<file path="config.mk">
export PLATFORM = sky130hd
export DESIGN_NAME = sfi_cfg_port
export DESIGN_NICKNAME = d
export VERILOG_FILES = /design/src/logic/sfi_pkg.sv /design/src/logic/sfi_link_guard.sv /design/src/logic/sfi_cfg_port.sv
export VERILOG_INCLUDE_DIRS = /design/src /design/src/logic
export SDC_FILE = /design/constraint.sdc
export NUM_CORES = 1
export LEC_CHECK = 0
export ABC_CLOCK_PERIOD_IN_PS = 2700
export BUFFER_PORTS_ARGS = -buffer_cell sky130_fd_sc_hd__buf_2
export CORE_MARGIN = 2
export CORE_UTILIZATION = 30
export DETAILED_ROUTE_END_ITERATION = 10
export GPL_TIMING_DRIVEN = 0
export PLACE_DENSITY = 0.45
export RECOVER_POWER = 50
export REMOVE_ABC_BUFFERS = 1
export SLEW_MARGIN = 30
export SYNTH_ARGS = -nofsm -noshare
export SYNTH_HDL_FRONTEND = slang
export SYNTH_SLANG_ARGS = --single-unit
</file>
<file path="constraint.sdc">
create_clock -name ref_clk -period 2.7 [get_ports ref_clk]
set_clock_uncertainty 0.15 [all_clocks]
set_input_delay 0.135 -clock ref_clk [delete_from_list [all_inputs] [get_ports ref_clk]]
set_output_delay 0.135 -clock ref_clk [all_outputs]
set_load 0.05 [all_outputs]
</file>
<file path="src/logic/sfi_regs.svh">
// register offsets, reset values, field masks and timing figures of the sensor front-end config port
`ifndef SFI_REGS_SVH
`define SFI_REGS_SVH

// ----------------------------------------------------------------
// two-wire link
// ----------------------------------------------------------------
`define SFI_SLAVE_ADDR 7'h48
`define SFI_SCL_MAX_HZ 100000
`define SFI_HOLD_NS 300
`define SFI_CLK_HZ 25000000
`define SFI_HZ_PER_MHZ 1000000
`define SFI_NS_PER_US 1000
`define SFI_MS_PER_S 1000

// ----------------------------------------------------------------
// serial register map (pointer values)
// ----------------------------------------------------------------
`define SFI_PTR_STATUS 8'h00
`define SFI_PTR_LOCK 8'h01
`define SFI_PTR_TIACN 8'h10
`define SFI_PTR_REFCN 8'h11
`define SFI_PTR_MODECN 8'h12
`define SFI_STATUS_READY 8'h01
`define SFI_DEF_LOCK 8'h01
`define SFI_DEF_TIACN 8'h03
`define SFI_DEF_REFCN 8'h20
`define SFI_DEF_MODECN 8'h00
`define SFI_MASK_LOCK 8'h01
`define SFI_MASK_TIACN 8'h1C
`define SFI_MASK_REFCN 8'hEF
`define SFI_MASK_MODECN 8'h87
`define SFI_INTZ_BAD 2'h3
`define SFI_GAIN_EXT 3'h0
`define SFI_MODE_SLEEP 3'h0
`define SFI_MODE_3LEAD 3'h3

// ----------------------------------------------------------------
// bus-side registers (byte addresses)
// ----------------------------------------------------------------
`define SFI_AHB_STAT 8'h00
`define SFI_AHB_TOUT 8'h04
`define SFI_AHB_CFG 8'h08
`define SFI_TOUT_DEF_MS 8'h1E
`define SFI_HSIZE_WORD 3'h2

`endif

</file>
<file path="src/logic/sfi_pkg.sv">
// types shared by the sensor front-end config port
package sfi_pkg;

    // two-wire slave sequencer states
    typedef enum logic [2:0] {
        SFI_IDLE,
        SFI_ADDR,
        SFI_PTR,
        SFI_WDATA,
        SFI_ACK,
        SFI_RDATA,
        SFI_RACK,
        SFI_WAIT
    } sfi_state_e;

    // analog settings carried to the front end
    typedef struct packed {
        logic [2:0] tia_gain;
        logic ext_res_sel;
        logic ref_external;
        logic [1:0] int_zero;
        logic [3:0] diag_step;
        logic fet_short;
        logic [2:0] op_mode;
        logic control_amp_on;
        logic tia_on;
        logic load_switch_on;
    } sfi_afe_s;

endpackage : sfi_pkg

</file>
<file path="src/logic/sfi_link_guard.sv">
// pin synchronisers and bus-stuck watchdog of the config port
`timescale 1ns/1ps
`include "sfi_regs.svh"

module sfi_link_guard
    import sfi_pkg::*;
#(
    parameter int CYC_PER_MS = `SFI_CLK_HZ / `SFI_MS_PER_S
) (
    input wire logic ref_clk,
    input wire logic sys_rst,
    input wire logic scl_pin,
    input wire logic sda_pin,
    input wire logic sel_n_pin,
    input wire logic sda_drive,
    input wire logic [7:0] tout_ms,
    output logic scl_s,
    output logic sda_s,
    output logic module_select_n_s,
    output logic stuck_pulse
);

    logic [1:0] scl_ff_q;
    logic [1:0] sda_ff_q;
    logic [1:0] sel_ff_q;
    logic [15:0] tick_q;
    logic [7:0] ms_q;
    logic stuck_q;
    wire stuck_now;
    wire tick_wrap;
    wire limit_hit;

    // ----------------------------------------------------------------
    // two-flop synchronisers
    // ----------------------------------------------------------------
    always_ff @(posedge ref_clk) begin
        scl_ff_q <= {scl_ff_q[0], scl_pin};
        sda_ff_q <= {sda_ff_q[0], sda_pin};
        sel_ff_q <= {sel_ff_q[0], sel_n_pin};
    end

    assign scl_s = scl_ff_q[1];
    assign sda_s = sda_ff_q[1];
    assign module_select_n_s = sel_ff_q[1];

    // ----------------------------------------------------------------
    // stuck-low timer
    // ----------------------------------------------------------------
    // low scl or our own sda drive both count; the count restarts once both are released or the limit is hit
    assign stuck_now = ~scl_ff_q[1] | sda_drive;
    assign tick_wrap = tick_q == 16'(CYC_PER_MS - 1);
    assign limit_hit = stuck_now && (ms_q >= tout_ms);

    // millisecond prescaler and millisecond count
    always_ff @(posedge ref_clk) begin
        if (sys_rst || !stuck_now || limit_hit) begin
            tick_q <= 16'h0000;
            ms_q <= 8'h00;
        end else if (tick_wrap) begin
            tick_q <= 16'h0000;
            ms_q <= ms_q + 8'h01;
        end else begin
            tick_q <= tick_q + 16'h0001;
        end
    end

    // reset request to the serial logic, one cycle long unless the limit is zero, then held while the bus stays stuck
    always_ff @(posedge ref_clk) begin
        if (sys_rst) begin
            stuck_q <= 1'b0;
        end else begin
            stuck_q <= limit_hit;
        end
    end

    assign stuck_pulse = stuck_q;

endmodule : sfi_link_guard

</file>
<file path="src/logic/sfi_cfg_port.sv">
// two-wire configuration slave of the sensor front end, with an AHB-Lite status window
//
// How it works
// link runs at standard speed, scl at most 100 kHz, oversampled at 25 MHz.
// fixed seven-bit slave address 1001000, not configurable.
// host keeps module select low for the whole transaction.
// host sends address and direction bit after start, then frees sda.
// matching address is acknowledged; any other address is left unacknowledged.
// in a write the pointer byte follows and is acknowledged by pulling sda low.
// one data byte follows the pointer, is acknowledged and stored.
// host ends a write with stop, then may deselect.
// read is write of pointer, repeated start, then address with read bit.
// after read address acknowledge, the pointed register is shifted out.
// module select may be tied low when the device is alone.
// zero is driven low, one is sent by releasing the open-drain line.
// scl held low past the timeout resets the serial logic.
// our own sda drive held past the timeout resets the logic, releasing sda.
// gain field picks one of seven internal resistors or the external one.
// internal zero picks 67, 50 or 20 percent of supply or reference.
// power saving turns the amplifier off and switches in a matching load.
// control amplifier can be powered down, though host should avoid it.
// timeout counts continuous low time against a programmable millisecond limit.
// register pointer survives the end of a write for later reads.
//
// Local design decisions: the register offsets and register access over AHB-Lite.
`timescale 1ns/1ps
`include "sfi_regs.svh"

module sfi_cfg_port
    import sfi_pkg::*;
#(
    parameter int CYC_PER_MS = `SFI_CLK_HZ / `SFI_MS_PER_S
) (
    input wire logic ref_clk,
    input wire logic sys_rst,
    input wire logic hsel,
    input wire logic [31:0] haddr,
    input wire logic [1:0] htrans,
    input wire logic hwrite,
    input wire logic [2:0] hsize,
    input wire logic [31:0] hwdata,
    input wire logic hready,
    output logic hreadyout,
    output logic hresp,
    output logic [31:0] hrdata,
    input wire logic scl_in,
    input wire logic sda_in,
    output logic sda_out,
    output logic sda_oe,
    input wire logic module_select_n,
    output sfi_afe_s afe_ctrl
);

    // hold after a falling scl edge before sda may change, rounded up
    localparam int HOLD_CYC = (`SFI_HOLD_NS * (`SFI_CLK_HZ / `SFI_HZ_PER_MHZ) + `SFI_NS_PER_US - 1) / `SFI_NS_PER_US;

    // ----------------------------------------------------------------
    // declarations
    // ----------------------------------------------------------------
    sfi_state_e state_q;
    sfi_state_e after_ack_q;
    logic scl_s;
    logic sda_s;
    logic sel_n_s;
    logic stuck_pulse;
    logic scl_p_q;
    logic sda_p_q;
    logic [3:0] hold_q;
    logic [2:0] bit_q;
    logic [7:0] shift_q;
    logic [7:0] ptr_q;
    logic ack_pend_q;
    logic drive_q;
    logic [7:0] lock_q;
    logic [7:0] tiacn_q;
    logic [7:0] refcn_q;
    logic [7:0] modecn_q;
    logic [7:0] tout_q;
    logic [7:0] tout_events_q;
    sfi_afe_s afe_q;
    logic ap_wr_q;
    logic [7:0] ap_addr_q;
    logic [31:0] hrdata_q;

    // ----------------------------------------------------------------
    // pin guard: synchronisers and stuck-bus watchdog
    // ----------------------------------------------------------------
    sfi_link_guard #(
        .CYC_PER_MS(CYC_PER_MS)
    ) u_guard (
        .ref_clk(ref_clk),
        .sys_rst(sys_rst),
        .scl_pin(scl_in),
        .sda_pin(sda_in),
        .sel_n_pin(module_select_n),
        .sda_drive(drive_q),
        .tout_ms(tout_q),
        .scl_s(scl_s),
        .sda_s(sda_s),
        .module_select_n_s(sel_n_s),
        .stuck_pulse(stuck_pulse)
    );

    // ----------------------------------------------------------------
    // line events
    // ----------------------------------------------------------------
    wire scl_rise = scl_s & ~scl_p_q;
    wire scl_fall = ~scl_s & scl_p_q;
    wire start_det = scl_s & scl_p_q & sda_p_q & ~sda_s;
    wire stop_det = scl_s & scl_p_q & ~sda_p_q & sda_s;
    wire fall_act = hold_q == 4'h1;
    wire last_bit = bit_q == 3'h7;
    wire [7:0] rx_byte = {shift_q[6:0], sda_s};
    // deselect or a stuck bus drops the transfer; settings stay
    wire link_rst = sys_rst | stuck_pulse | sel_n_s;
    wire addr_hit = rx_byte[7:1] == `SFI_SLAVE_ADDR;

    // previous line levels for edge and condition detection
    always_ff @(posedge ref_clk) begin
        scl_p_q <= scl_s;
        sda_p_q <= sda_s;
    end

    // delay from scl fall until sda may move
    always_ff @(posedge ref_clk) begin
        if (link_rst) begin
            hold_q <= 4'h0;
        end else if (scl_fall) begin
            hold_q <= 4'(HOLD_CYC);
        end else if (hold_q != 4'h0) begin
            hold_q <= hold_q - 4'h1;
        end
    end

    // ----------------------------------------------------------------
    // register read mux and write qualifiers
    // ----------------------------------------------------------------
    wire [7:0] rd_val =
        (ptr_q == `SFI_PTR_STATUS) ? `SFI_STATUS_READY :
        (ptr_q == `SFI_PTR_LOCK) ? lock_q :
        (ptr_q == `SFI_PTR_TIACN) ? tiacn_q :
        (ptr_q == `SFI_PTR_REFCN) ? refcn_q :
        (ptr_q == `SFI_PTR_MODECN) ? modecn_q : 8'h00;
    wire wr_en = (state_q == SFI_WDATA) & scl_rise & last_bit & ~link_rst;
    wire unlocked = ~lock_q[0];
    wire wr_lock = wr_en & (ptr_q == `SFI_PTR_LOCK);
    wire wr_tia = wr_en & (ptr_q == `SFI_PTR_TIACN) & unlocked;
    wire wr_ref = wr_en & (ptr_q == `SFI_PTR_REFCN) & unlocked;
    wire wr_mode = wr_en & (ptr_q == `SFI_PTR_MODECN);
    // an undefined zero ratio keeps the previous one
    wire [7:0] ref_new = (rx_byte[6:5] == `SFI_INTZ_BAD) ?
        ((rx_byte & `SFI_MASK_REFCN & 8'h9F) | (refcn_q & 8'h60)) : (rx_byte & `SFI_MASK_REFCN);

    // ----------------------------------------------------------------
    // slave sequencer
    // ----------------------------------------------------------------
    always_ff @(posedge ref_clk) begin
        if (link_rst) begin
            state_q <= SFI_IDLE;
            after_ack_q <= SFI_IDLE;
            bit_q <= 3'h0;
            shift_q <= 8'h00;
            ack_pend_q <= 1'b0;
            drive_q <= 1'b0;
        end else if (start_det) begin
            state_q <= SFI_ADDR;
            bit_q <= 3'h0;
            ack_pend_q <= 1'b0;
            drive_q <= 1'b0;
        end else if (stop_det) begin
            state_q <= SFI_IDLE;
            drive_q <= 1'b0;
        end else begin
            unique case (state_q)
                SFI_IDLE, SFI_WAIT: begin
                    drive_q <= 1'b0;
                end
                SFI_ADDR, SFI_PTR, SFI_WDATA: begin
                    if (scl_rise) begin
                        shift_q <= rx_byte;
                        bit_q <= bit_q + 3'h1;
                        if (last_bit) begin
                            if (state_q != SFI_ADDR) begin
                                ack_pend_q <= 1'b1;
                                after_ack_q <= SFI_WDATA;
                            end else if (addr_hit) begin
                                ack_pend_q <= 1'b1;
                                after_ack_q <= rx_byte[0] ? SFI_RDATA : SFI_PTR;
                            end else begin
                                state_q <= SFI_WAIT;
                            end
                        end
                    end else if (fall_act && ack_pend_q) begin
                        ack_pend_q <= 1'b0;
                        drive_q <= 1'b1;
                        state_q <= SFI_ACK;
                    end
                end
                SFI_ACK: begin
                    if (fall_act) begin
                        bit_q <= 3'h0;
                        state_q <= after_ack_q;
                        if (after_ack_q == SFI_RDATA) begin
                            shift_q <= rd_val;
                            drive_q <= ~rd_val[7];
                        end else begin
                            drive_q <= 1'b0;
                        end
                    end
                end
                SFI_RDATA: begin
                    if (scl_rise) begin
                        bit_q <= bit_q + 3'h1;
                        if (last_bit) begin
                            state_q <= SFI_RACK;
                        end
                    end else if (fall_act) begin
                        shift_q <= {shift_q[6:0], 1'b0};
                        drive_q <= ~shift_q[6];
                    end
                end
                SFI_RACK: begin
                    if (fall_act) begin
                        drive_q <= 1'b0;
                    end else if (scl_rise) begin
                        // host ack asks for another byte of the same register
                        after_ack_q <= SFI_RDATA;
                        state_q <= sda_s ? SFI_WAIT : SFI_ACK;
                    end
                end
                default: begin
                    state_q <= SFI_IDLE;
                end
            endcase
        end
    end

    // pointer is kept across transactions and timeouts
    always_ff @(posedge ref_clk) begin
        if (sys_rst) begin
            ptr_q <= `SFI_PTR_STATUS;
        end else if (state_q == SFI_PTR && scl_rise && last_bit && !link_rst) begin
            ptr_q <= rx_byte;
        end
    end

    // open-drain pad: only ever pulls low
    assign sda_out = 1'b0;
    assign sda_oe = drive_q;

    // ----------------------------------------------------------------
    // configuration registers
    // ----------------------------------------------------------------
    always_ff @(posedge ref_clk) begin
        if (sys_rst) begin
            lock_q <= `SFI_DEF_LOCK;
            tiacn_q <= `SFI_DEF_TIACN;
            refcn_q <= `SFI_DEF_REFCN;
            modecn_q <= `SFI_DEF_MODECN;
        end else begin
            if (wr_lock) begin
                lock_q <= rx_byte & `SFI_MASK_LOCK;
            end
            if (wr_tia) begin
                tiacn_q <= rx_byte & `SFI_MASK_TIACN;
            end
            if (wr_ref) begin
                refcn_q <= ref_new;
            end
            if (wr_mode) begin
                modecn_q <= rx_byte & `SFI_MASK_MODECN;
            end
        end
    end

    // ----------------------------------------------------------------
    // analog control outputs
    // ----------------------------------------------------------------
    wire [2:0] op_mode = modecn_q[2:0];
    wire tia_run = op_mode == `SFI_MODE_3LEAD;

    // registered settings for the front end
    always_ff @(posedge ref_clk) begin
        if (sys_rst) begin
            afe_q <= '0;
        end else begin
            afe_q.tia_gain <= tiacn_q[4:2];
            afe_q.ext_res_sel <= tiacn_q[4:2] == `SFI_GAIN_EXT;
            afe_q.ref_external <= refcn_q[7];
            afe_q.int_zero <= refcn_q[6:5];
            afe_q.diag_step <= refcn_q[3:0];
            afe_q.fet_short <= modecn_q[7];
            afe_q.op_mode <= op_mode;
            afe_q.control_amp_on <= op_mode != `SFI_MODE_SLEEP;
            afe_q.tia_on <= tia_run;
            afe_q.load_switch_on <= ~tia_run;
        end
    end

    assign afe_ctrl = afe_q;

    // ----------------------------------------------------------------
    // AHB-Lite slave: zero wait states, always OKAY
    // ----------------------------------------------------------------
    wire ahb_go = hsel & htrans[1] & hready;
    wire ahb_low = haddr[31:8] == 24'h000000;
    wire [31:0] stat_word = {16'h0000, tout_events_q, 4'h0, 1'b0,
                             ~sel_n_s, state_q != SFI_IDLE, 1'b1};
    wire [31:0] cfg_word = {7'h00, lock_q[0], modecn_q, refcn_q, tiacn_q};
    wire [31:0] ahb_rd =
        !ahb_low ? 32'h00000000 :
        (haddr[7:0] == `SFI_AHB_STAT) ? stat_word :
        (haddr[7:0] == `SFI_AHB_TOUT) ? {24'h000000, tout_q} :
        (haddr[7:0] == `SFI_AHB_CFG) ? cfg_word : 32'h00000000;

    // address phase capture and read data
    always_ff @(posedge ref_clk) begin
        if (sys_rst) begin
            ap_wr_q <= 1'b0;
            ap_addr_q <= 8'h00;
            hrdata_q <= 32'h00000000;
        end else begin
            ap_wr_q <= ahb_go & hwrite & ahb_low & (hsize == `SFI_HSIZE_WORD);
            ap_addr_q <= haddr[7:0];
            hrdata_q <= (ahb_go & ~hwrite) ? ahb_rd : 32'h00000000;
        end
    end

    // timeout limit and timeout event count
    always_ff @(posedge ref_clk) begin
        if (sys_rst) begin
            tout_q <= `SFI_TOUT_DEF_MS;
            tout_events_q <= 8'h00;
        end else begin
            if (ap_wr_q && ap_addr_q == `SFI_AHB_TOUT) begin
                tout_q <= hwdata[7:0];
            end
            if (stuck_pulse) begin
                tout_events_q <= tout_events_q + 8'h01;
            end
        end
    end

    assign hreadyout = 1'b1;
    assign hresp = 1'b0;
    assign hrdata = hrdata_q;

endmodule : sfi_cfg_port

</file>
==> impl_metrics.env, run 1 <==
export IMPL_areaGrowthSynthToFinish_pct=24.1
export IMPL_synth_commonest_cells="sky130_fd_sc_hd__dfxtp_1 (143), sky130_fd_sc_hd__nor2_1 (92), sky130_fd_sc_hd__mux2i_1 (43), sky130_fd_sc_hd__nand2_1 (43), sky130_fd_sc_hd__nor2b_1 (27)"
export IMPL_die_width_um=148
export IMPL_routed_wire_length_per_instance_um=14.4
export IMPL_dr_total_vias=5077
export IMPL_critPathCaptureType="register"
export IMPL_fmax_mhz=388
export IMPL_firstDrtPassIters=5
export IMPL_synth_top_cell_area_share_pct=46.2
export IMPL_finalWeightedCongestion=0.814
export IMPL_synth_seq_cells=143
export IMPL_report_final_setup_viol=0
export IMPL_post_dp_hpwl_mm=11.1
export IMPL_ant_nets=0
export IMPL_num_nets_final=870
export IMPL_globalRouteOverflowTotal=0
export IMPL_drc_errors=0
export IMPL_grt_start_max_net_pins=63
export IMPL_synth_edf_count=0
export IMPL_num_antenna_cells=0
export IMPL_final_util_pct=38.0
export IMPL_period_share_pct=95.4
export IMPL_clk_pin_slew_ns=0.06
export IMPL_synthMostInstantiatedCell="sky130_fd_sc_hd__dfxtp_1"
export IMPL_floorplan_core_area_um2=20200
export IMPL_first_pass_grt_wire_length_mm=24.8
export IMPL_post_synth_num_cell_types=68
export IMPL_place_inst=1003
export IMPL_slew_viol_final=0
export IMPL_drt_vias_per_instance=4.79
export IMPL_clk_root_buffer_cell="sky130_fd_sc_hd__clkbuf_16"
export IMPL_p_leak_nw=3.07
export IMPL_worstMarginPinSlew_ns=0.883
export IMPL_fraction_of_the_yosys_area_taken_by_sequential_cells_pct=46.2
export IMPL_cts_tree="done"
export IMPL_critPathKind="reg -> reg"
export IMPL_final_instance_count_excl_fill=1060
export IMPL_r2r_setup_slack_ns=0.12
export IMPL_min_delay_path_class="in -> reg"
export IMPL_proportion_of_register_bits_with_asynchronous_set_or_reset_after_synthesis_pct=0
export IMPL_dieHeight_um=148
export IMPL_power_ir_vdd_worst_mv=0.350
export IMPL_clock_insertion_delay_worst_skew_ns=0.41
export IMPL_finalCriticalPeriod_ns=2.58
export IMPL_num_fill_cells=2091
export IMPL_max_cap_violations=0
export IMPL_dieArea_um2=21800
export IMPL_totalWireLength_mm=15.2
export IMPL_rows=52
export IMPL_gr_usage_all_layers_pct=14.4
export IMPL_post_synth_instance_area_um2=6200
export IMPL_detailed_place_area_um2=6840
export IMPL_port_buffers=91
export IMPL_tritoncts_num_buffers=17
export IMPL_count_of_boundary_i_o_pins=131
export IMPL_ctsLongestPathBuffers=2
export IMPL_relSlewSlack_pct=40.7
export IMPL_syn_instance_count=671
export IMPL_pre_cts_ws_ns=0.0327
export IMPL_total_power_per_unit_cell_area_nw_per_um2=645
export IMPL_initial_core_util_pct=30.6
export IMPL_required_arrival_time_at_the_worst_endpoint_ns=2.86
export IMPL_synthesis_area_per_instance_um2=9.24
export IMPL_grt_antenna_before_repair=0
export IMPL_cp_data_arrival_time_ns=2.74
export IMPL_setup_worst_path_start_class="register"
export IMPL_dr_first_iter_drc_count=256
export IMPL_first_global_vias=5047
export IMPL_cts_max_level=4
export IMPL_share_of_cells_above_drive_strength_1_pct=12.3
export IMPL_post_synth_main_area_contributors="sky130_fd_sc_hd__dfxtp_1 (46%), sky130_fd_sc_hd__mux2i_1 (6.9%), sky130_fd_sc_hd__nor2_1 (5.6%)"
export IMPL_timing_final_hold_violations=0
export IMPL_crit_fanout=15
export IMPL_post_route_worst_setup_slack_ns=0.123
export IMPL_clkSinkCount=143
export IMPL_finalInstanceArea_um2=7690
export IMPL_run_status="finished, final reports clean"
export IMPL_yosys_warnings=0
export IMPL_setup_repair_after_global_routing_missed_its_margin="no"
export IMPL_synthFlopType="sky130_fd_sc_hd__dfxtp_1"
export IMPL_synth_area_leader_cell="sky130_fd_sc_hd__dfxtp_1"
==> repair_timing <==
action | in CTS | in global routing
hold buffers | 24 | 0
setup endpoints to repair | 0 | 13
resized for setup | 0 | 2
buffers inserted | 0 | 1
endpoints found under the hold margin | 28 | 0
==> cells in the final DEF, fill, tap and decap left out, types with 4 or more instances in the layout <==
cell type	n
sky130_fd_sc_hd__a211oi_1	5
sky130_fd_sc_hd__a21oi_1	24
sky130_fd_sc_hd__a22oi_1	4
sky130_fd_sc_hd__and2_1	7
sky130_fd_sc_hd__and3_1	6
sky130_fd_sc_hd__and4_1	4
sky130_fd_sc_hd__buf_2	44
sky130_fd_sc_hd__bufinv_16	5
sky130_fd_sc_hd__clkbuf_1	46
sky130_fd_sc_hd__clkbuf_16	17
sky130_fd_sc_hd__conb_1	14
sky130_fd_sc_hd__dfxtp_1	143
sky130_fd_sc_hd__dlygate4sd3_1	24
sky130_fd_sc_hd__ha_1	16
sky130_fd_sc_hd__inv_1	24
sky130_fd_sc_hd__mux2i_1	43
sky130_fd_sc_hd__nand2_1	43
sky130_fd_sc_hd__nand2b_1	5
sky130_fd_sc_hd__nand3_1	12
sky130_fd_sc_hd__nand4_1	20
sky130_fd_sc_hd__nor2_1	92
sky130_fd_sc_hd__nor2b_1	26
sky130_fd_sc_hd__nor3_1	17
sky130_fd_sc_hd__nor3b_1	5
sky130_fd_sc_hd__nor4_1	9
sky130_fd_sc_hd__o211a_1	4
sky130_fd_sc_hd__o21ai_0	16
sky130_fd_sc_hd__or3_1	7
sky130_fd_sc_hd__xnor2_1	12
sky130_fd_sc_hd__xor2_1	17
==> worst paths after layout <==
| kind | end | depth (start not counted) | from |
|---|---|---|---|
| min reg2reg | u_guard.scl_ff_q[1] | 0 | u_guard.scl_ff_q[0] |
| max | sda_oe | 5 | state_q[2] |
| min | ptr_q[2] | 2 | sys_rst |
| max reg2reg | sda_oe | 5 | state_q[2] |
==> worst max-delay path: stages (launching register included) <==
cell and delay (ns):
sky130_fd_sc_hd__dfxtp_1 0.66, sky130_fd_sc_hd__nor2b_1 0.39, sky130_fd_sc_hd__nand2b_1 0.29, sky130_fd_sc_hd__a2111oi_0 0.60
sky130_fd_sc_hd__nor3_1 0.10, sky130_fd_sc_hd__a211oi_1 0.28
==> final cells by class <==
cell class	instances	area (µm²)	area share, %
Tap cell	270	338	4.39
Multi-Input combinational cell	473	3080	40.0
Clock buffer	20	457	5.93
Timing Repair Buffer	118	668	8.68
Inverter	24	90.1	1.17
Sequential cell	143	2860	37.2
Clock inverter	12	204	2.65
==> routing by layer <==
layer	GRT usage [%]	up-vias	wire [µm]
met5	0	-	0
li1	-	2543	-
met3	3.77	22	736
met1	17.9	2390	7060
met4	4.76	0	272
met2	24.2	122	7150
==> sequential cells by signal, indices dropped and copies added, names as in the netlist, 3 cells and up <==
name            count
bit_q               3
u_guard.ms_q        8
tout_q              8
refcn_q             7
after_ack_q         3
ap_addr_q           8
shift_q             7
afe_ctrl           18
modecn_q            4
state_q             3
tiacn_q             4
u_guard.tick_q     16
ptr_q               8
hrdata             21
hold_q              4
tout_events_q       8
==> kinds of logic (layout without fill, tap and decap cells) <==
family	after synthesis	count (layout)	synth area share, %
other cells	2	14	0.121
buf+inv	67	174	5.25
xor+xnor	29	29	4.10
simple gates	281	281	24.1
mux	46	46	7.49
compound gates	87	87	9.55
fa+ha+maj	16	16	3.23
flops	143	143	46.2
==> through the flow <==
step	TNS, ns	power (mW)	hold slack [ns]
3_5_place_dp	0	2.40	0.0886
6_report	0	4.96	0.0770
3_3_place_gp	-7.58	2.40	0.0874
5_1_grt	0	5.15	0.117
4_1_cts	0	5.03	0.0935
2_1_floorplan	0	2.31	0.0127
==> where the power goes <==
group	leakage (nW)	internal [mW]	total [mW]	switching [mW]
registers	1.16	2.13	2.15	0.0181
clock network	0.314	1.70	2.59	0.890
logic	1.60	0.0844	0.231	0.146
Power figures use the tool's default switching activity.
==> inputs of run 2 (changes only) <==
Settings changed: ABC_CLOCK_PERIOD_IN_PS 2700 to not set, CORE_ASPECT_RATIO set to 0.7.
==> run 2 against run 1 <==
  * Clock power shrank 9.3%
  * Critical path type unchanged
  * Cell area shrank 0.83%
  * Wire length grew 5.5%
  * Sequential power is essentially flat
  * Largest power group unchanged
  * Largest cell class unchanged
  * Combinational power grew 2%
  * Clock-buffer cell count shrank 3
  * Flip-flop and latch count is the same
  * Critical endpoint is now shift_q[1]
  * First-iteration DRC count grew 26%
  * Worst hold slack lost 0.021 ns
==> impl_metrics.env, run 2 (synthesis results as in run 1) <==
export IMPL_layout_cells_most_common="sky130_fd_sc_hd__dfxtp_1"
export IMPL_first_pass_grt_wire_length_mm=26.2
export IMPL_fmax_mhz=397
export IMPL_run_status="finished, final reports clean"
export IMPL_num_fill_cells=2049
export IMPL_dieArea_um2=21900
export IMPL_count_of_boundary_i_o_pins=131
export IMPL_p_leak_nw=3.04
export IMPL_drt_vias_per_instance=4.77
export IMPL_dr_first_iter_drc_count=322
export IMPL_floorplan_core_area_um2=20000
export IMPL_ctsLongestPathBuffers=2
export IMPL_grt_antenna_before_repair=0
export IMPL_clk_root_buffer_cell="sky130_fd_sc_hd__clkbuf_16"
export IMPL_drc_errors=0
export IMPL_cp_data_arrival_time_ns=2.68
export IMPL_gr_usage_all_layers_pct=15.0
export IMPL_critPathCaptureType="register"
export IMPL_die_width_um=176
export IMPL_area_of_the_multi_input_gates_um2=3090
export IMPL_setup_repair_after_global_routing_missed_its_margin="no"
export IMPL_largest_register_ff_count=21
export IMPL_report_final_setup_viol=0
export IMPL_startpoint="hold_q[0]"
export IMPL_timing_final_hold_violations=0
export IMPL_min_delay_path_class="in -> reg"
export IMPL_clkSinkCount=143
export IMPL_crit_fanout=7
export IMPL_clock_insertion_delay_worst_skew_ns=0.42
export IMPL_setup_worst_path_start_class="register"
export IMPL_power_switching_mw=1.14
export IMPL_required_arrival_time_at_the_worst_endpoint_ns=2.86
export IMPL_num_antenna_cells=0
export IMPL_clock_power_share_pct=49.6
export IMPL_r2r_setup_slack_ns=0.18
export IMPL_share_of_cells_above_drive_strength_1_pct=12.5
export IMPL_power_internal_mw=3.59
export IMPL_finalWeightedCongestion=0.810
export IMPL_first_global_vias=5001
export IMPL_finalCriticalPeriod_ns=2.52
export IMPL_worstMarginPinSlew_ns=0.942
export IMPL_worstReg2RegStart="hold_q[0]"
export IMPL_num_nets_final=870
export IMPL_period_share_pct=93.3
export IMPL_dr_total_vias=5053
export IMPL_post_dp_hpwl_mm=11.5
export IMPL_switching_share_pct=24.2
export IMPL_detailed_place_area_um2=6840
export IMPL_power_ir_vdd_worst_mv=0.398
export IMPL_port_buffers=91
export IMPL_routed_wire_length_per_instance_um=15.2
export IMPL_clk_pin_slew_ns=0.06
export IMPL_crit_path_end="shift_q[1]"
export IMPL_share_seq_of_total_power_pct=45.4
export IMPL_pwr_share_comb_pct=5.0
export IMPL_relSlewSlack_pct=36.7
export IMPL_cts_tree="done"
export IMPL_ant_nets=0
export IMPL_firstDrtPassIters=5
export IMPL_grt_start_max_net_pins=63
export IMPL_initial_core_util_pct=31.0
export IMPL_tritoncts_num_buffers=17
export IMPL_rr_endpoint="shift_q[1]"
export IMPL_area_sequential_um2=2860
export IMPL_dieHeight_um=124
export IMPL_max_cap_violations=0
export IMPL_globalRouteOverflowTotal=0
export IMPL_critPathKind="reg -> reg"
export IMPL_ff2ff_path_depth=5
export IMPL_slew_viol_final=0
export IMPL_totalWireLength_mm=16.1
export IMPL_fin_hold_ws_ns=0.0558
export IMPL_total_power_per_unit_cell_area_nw_per_um2=620
export IMPL_rows=43
export IMPL_cts_max_level=4
export IMPL_layout_common_cells="sky130_fd_sc_hd__dfxtp_1 (142), sky130_fd_sc_hd__nor2_1 (92), sky130_fd_sc_hd__clkbuf_1 (46), sky130_fd_sc_hd__buf_2 (44)"
export IMPL_finalInstanceArea_um2=7630
export IMPL_areaGrowthSynthToFinish_pct=23.1
-- run 2: cell count changes in the layout (fill, tap and decap cells not counted), moves of 2 or more --
cell / delta
sky130_fd_sc_hd__bufinv_16: -3
sky130_fd_sc_hd__clkbuf_8: -2
sky130_fd_sc_hd__clkinv_4: +2
sky130_fd_sc_hd__inv_6: +2
-- run 2: how the worst min path moves through the flow --
stage	startpoint	endpoint	slack, ns	depth (start not counted)
after floorplan	scl_in	u_guard.scl_ff_q[0]	0.01	0
after global placement	scl_in	u_guard.scl_ff_q[0]	0.09	1
after detailed placement	scl_in	u_guard.scl_ff_q[0]	0.09	1
after CTS	haddr[25]	hrdata[6]	0.06	6
after global routing	sys_rst	ptr_q[1]	0.09	2
final	haddr[25]	hrdata[7]	0.06	6
-- run 2: metal layers --
layer / up-vias / share of wire (%) / global-route usage [%]
li1: 2545 / - / -
met1: 2338 / 51 / 21.8
met2: 152 / 42 / 21.9
met3: 18 / 5.7 / 3.33
met4: 0 / 1.3 / 5.10
met5: - / 0 / 0
-- run 2: per-stage QoR --
| stage | worst slack (ns) | instances | setup TNS [ns] | util, % | total power, mW |
|---|---|---|---|---|---|
| finish | 0.181 | 1059 | 0 | 38.1 | 4.73 |
| detailed placement | -0.000367 | 1003 | -0.000367 | 34.2 | 2.40 |
| global placement | -0.621 | 1001 | -7.86 | 34.0 | 2.39 |
| global route | 0.0272 | 1059 | 0 | 38.1 | 4.92 |
| floorplan | 0.220 | 640 | 0 | - | 2.31 |
| CTS | 0.0437 | 1058 | 0 | 38.3 | 4.80 |
-- run 2: area by class of cell --
class,instances,area share [%]
clock buffer,17,5.57
inverter,24,1.18
clock inverter,14,2.07
multi-input combinational,473,40.5
timing repair buffer,118,8.74
sequential,143,37.5
tap,270,4.43
-- run 2: power by group through the flow --
| stage | clock [mW] | combinational [mW] | sequential (mW) |
|---|---|---|---|
| after floorplan | 0 | 0.114 | 2.20 |
| after global placement | 0 | 0.201 | 2.19 |
| after detailed placement | 0 | 0.210 | 2.19 |
| after CTS | 2.42 | 0.235 | 2.15 |
| after global routing | 2.52 | 0.256 | 2.15 |
| final | 2.35 | 0.235 | 2.15 |
-- run 2: critical path, stage by stage, from the launching register on --
cell	delay, ns
sky130_fd_sc_hd__dfxtp_1	0.41
sky130_fd_sc_hd__ha_1	0.22
sky130_fd_sc_hd__or3b_1	0.51
sky130_fd_sc_hd__o32ai_1	0.73
sky130_fd_sc_hd__nand4_1	0.20
sky130_fd_sc_hd__o211a_1	0.19
-- run 2: repair_timing --
action	CTS	global route
hold buffers	24	0
setup buffers	0	1
endpoints found under the hold margin	28	0
setup endpoints to repair	1	14
pin swaps	0	1
gates resized for setup	1	5
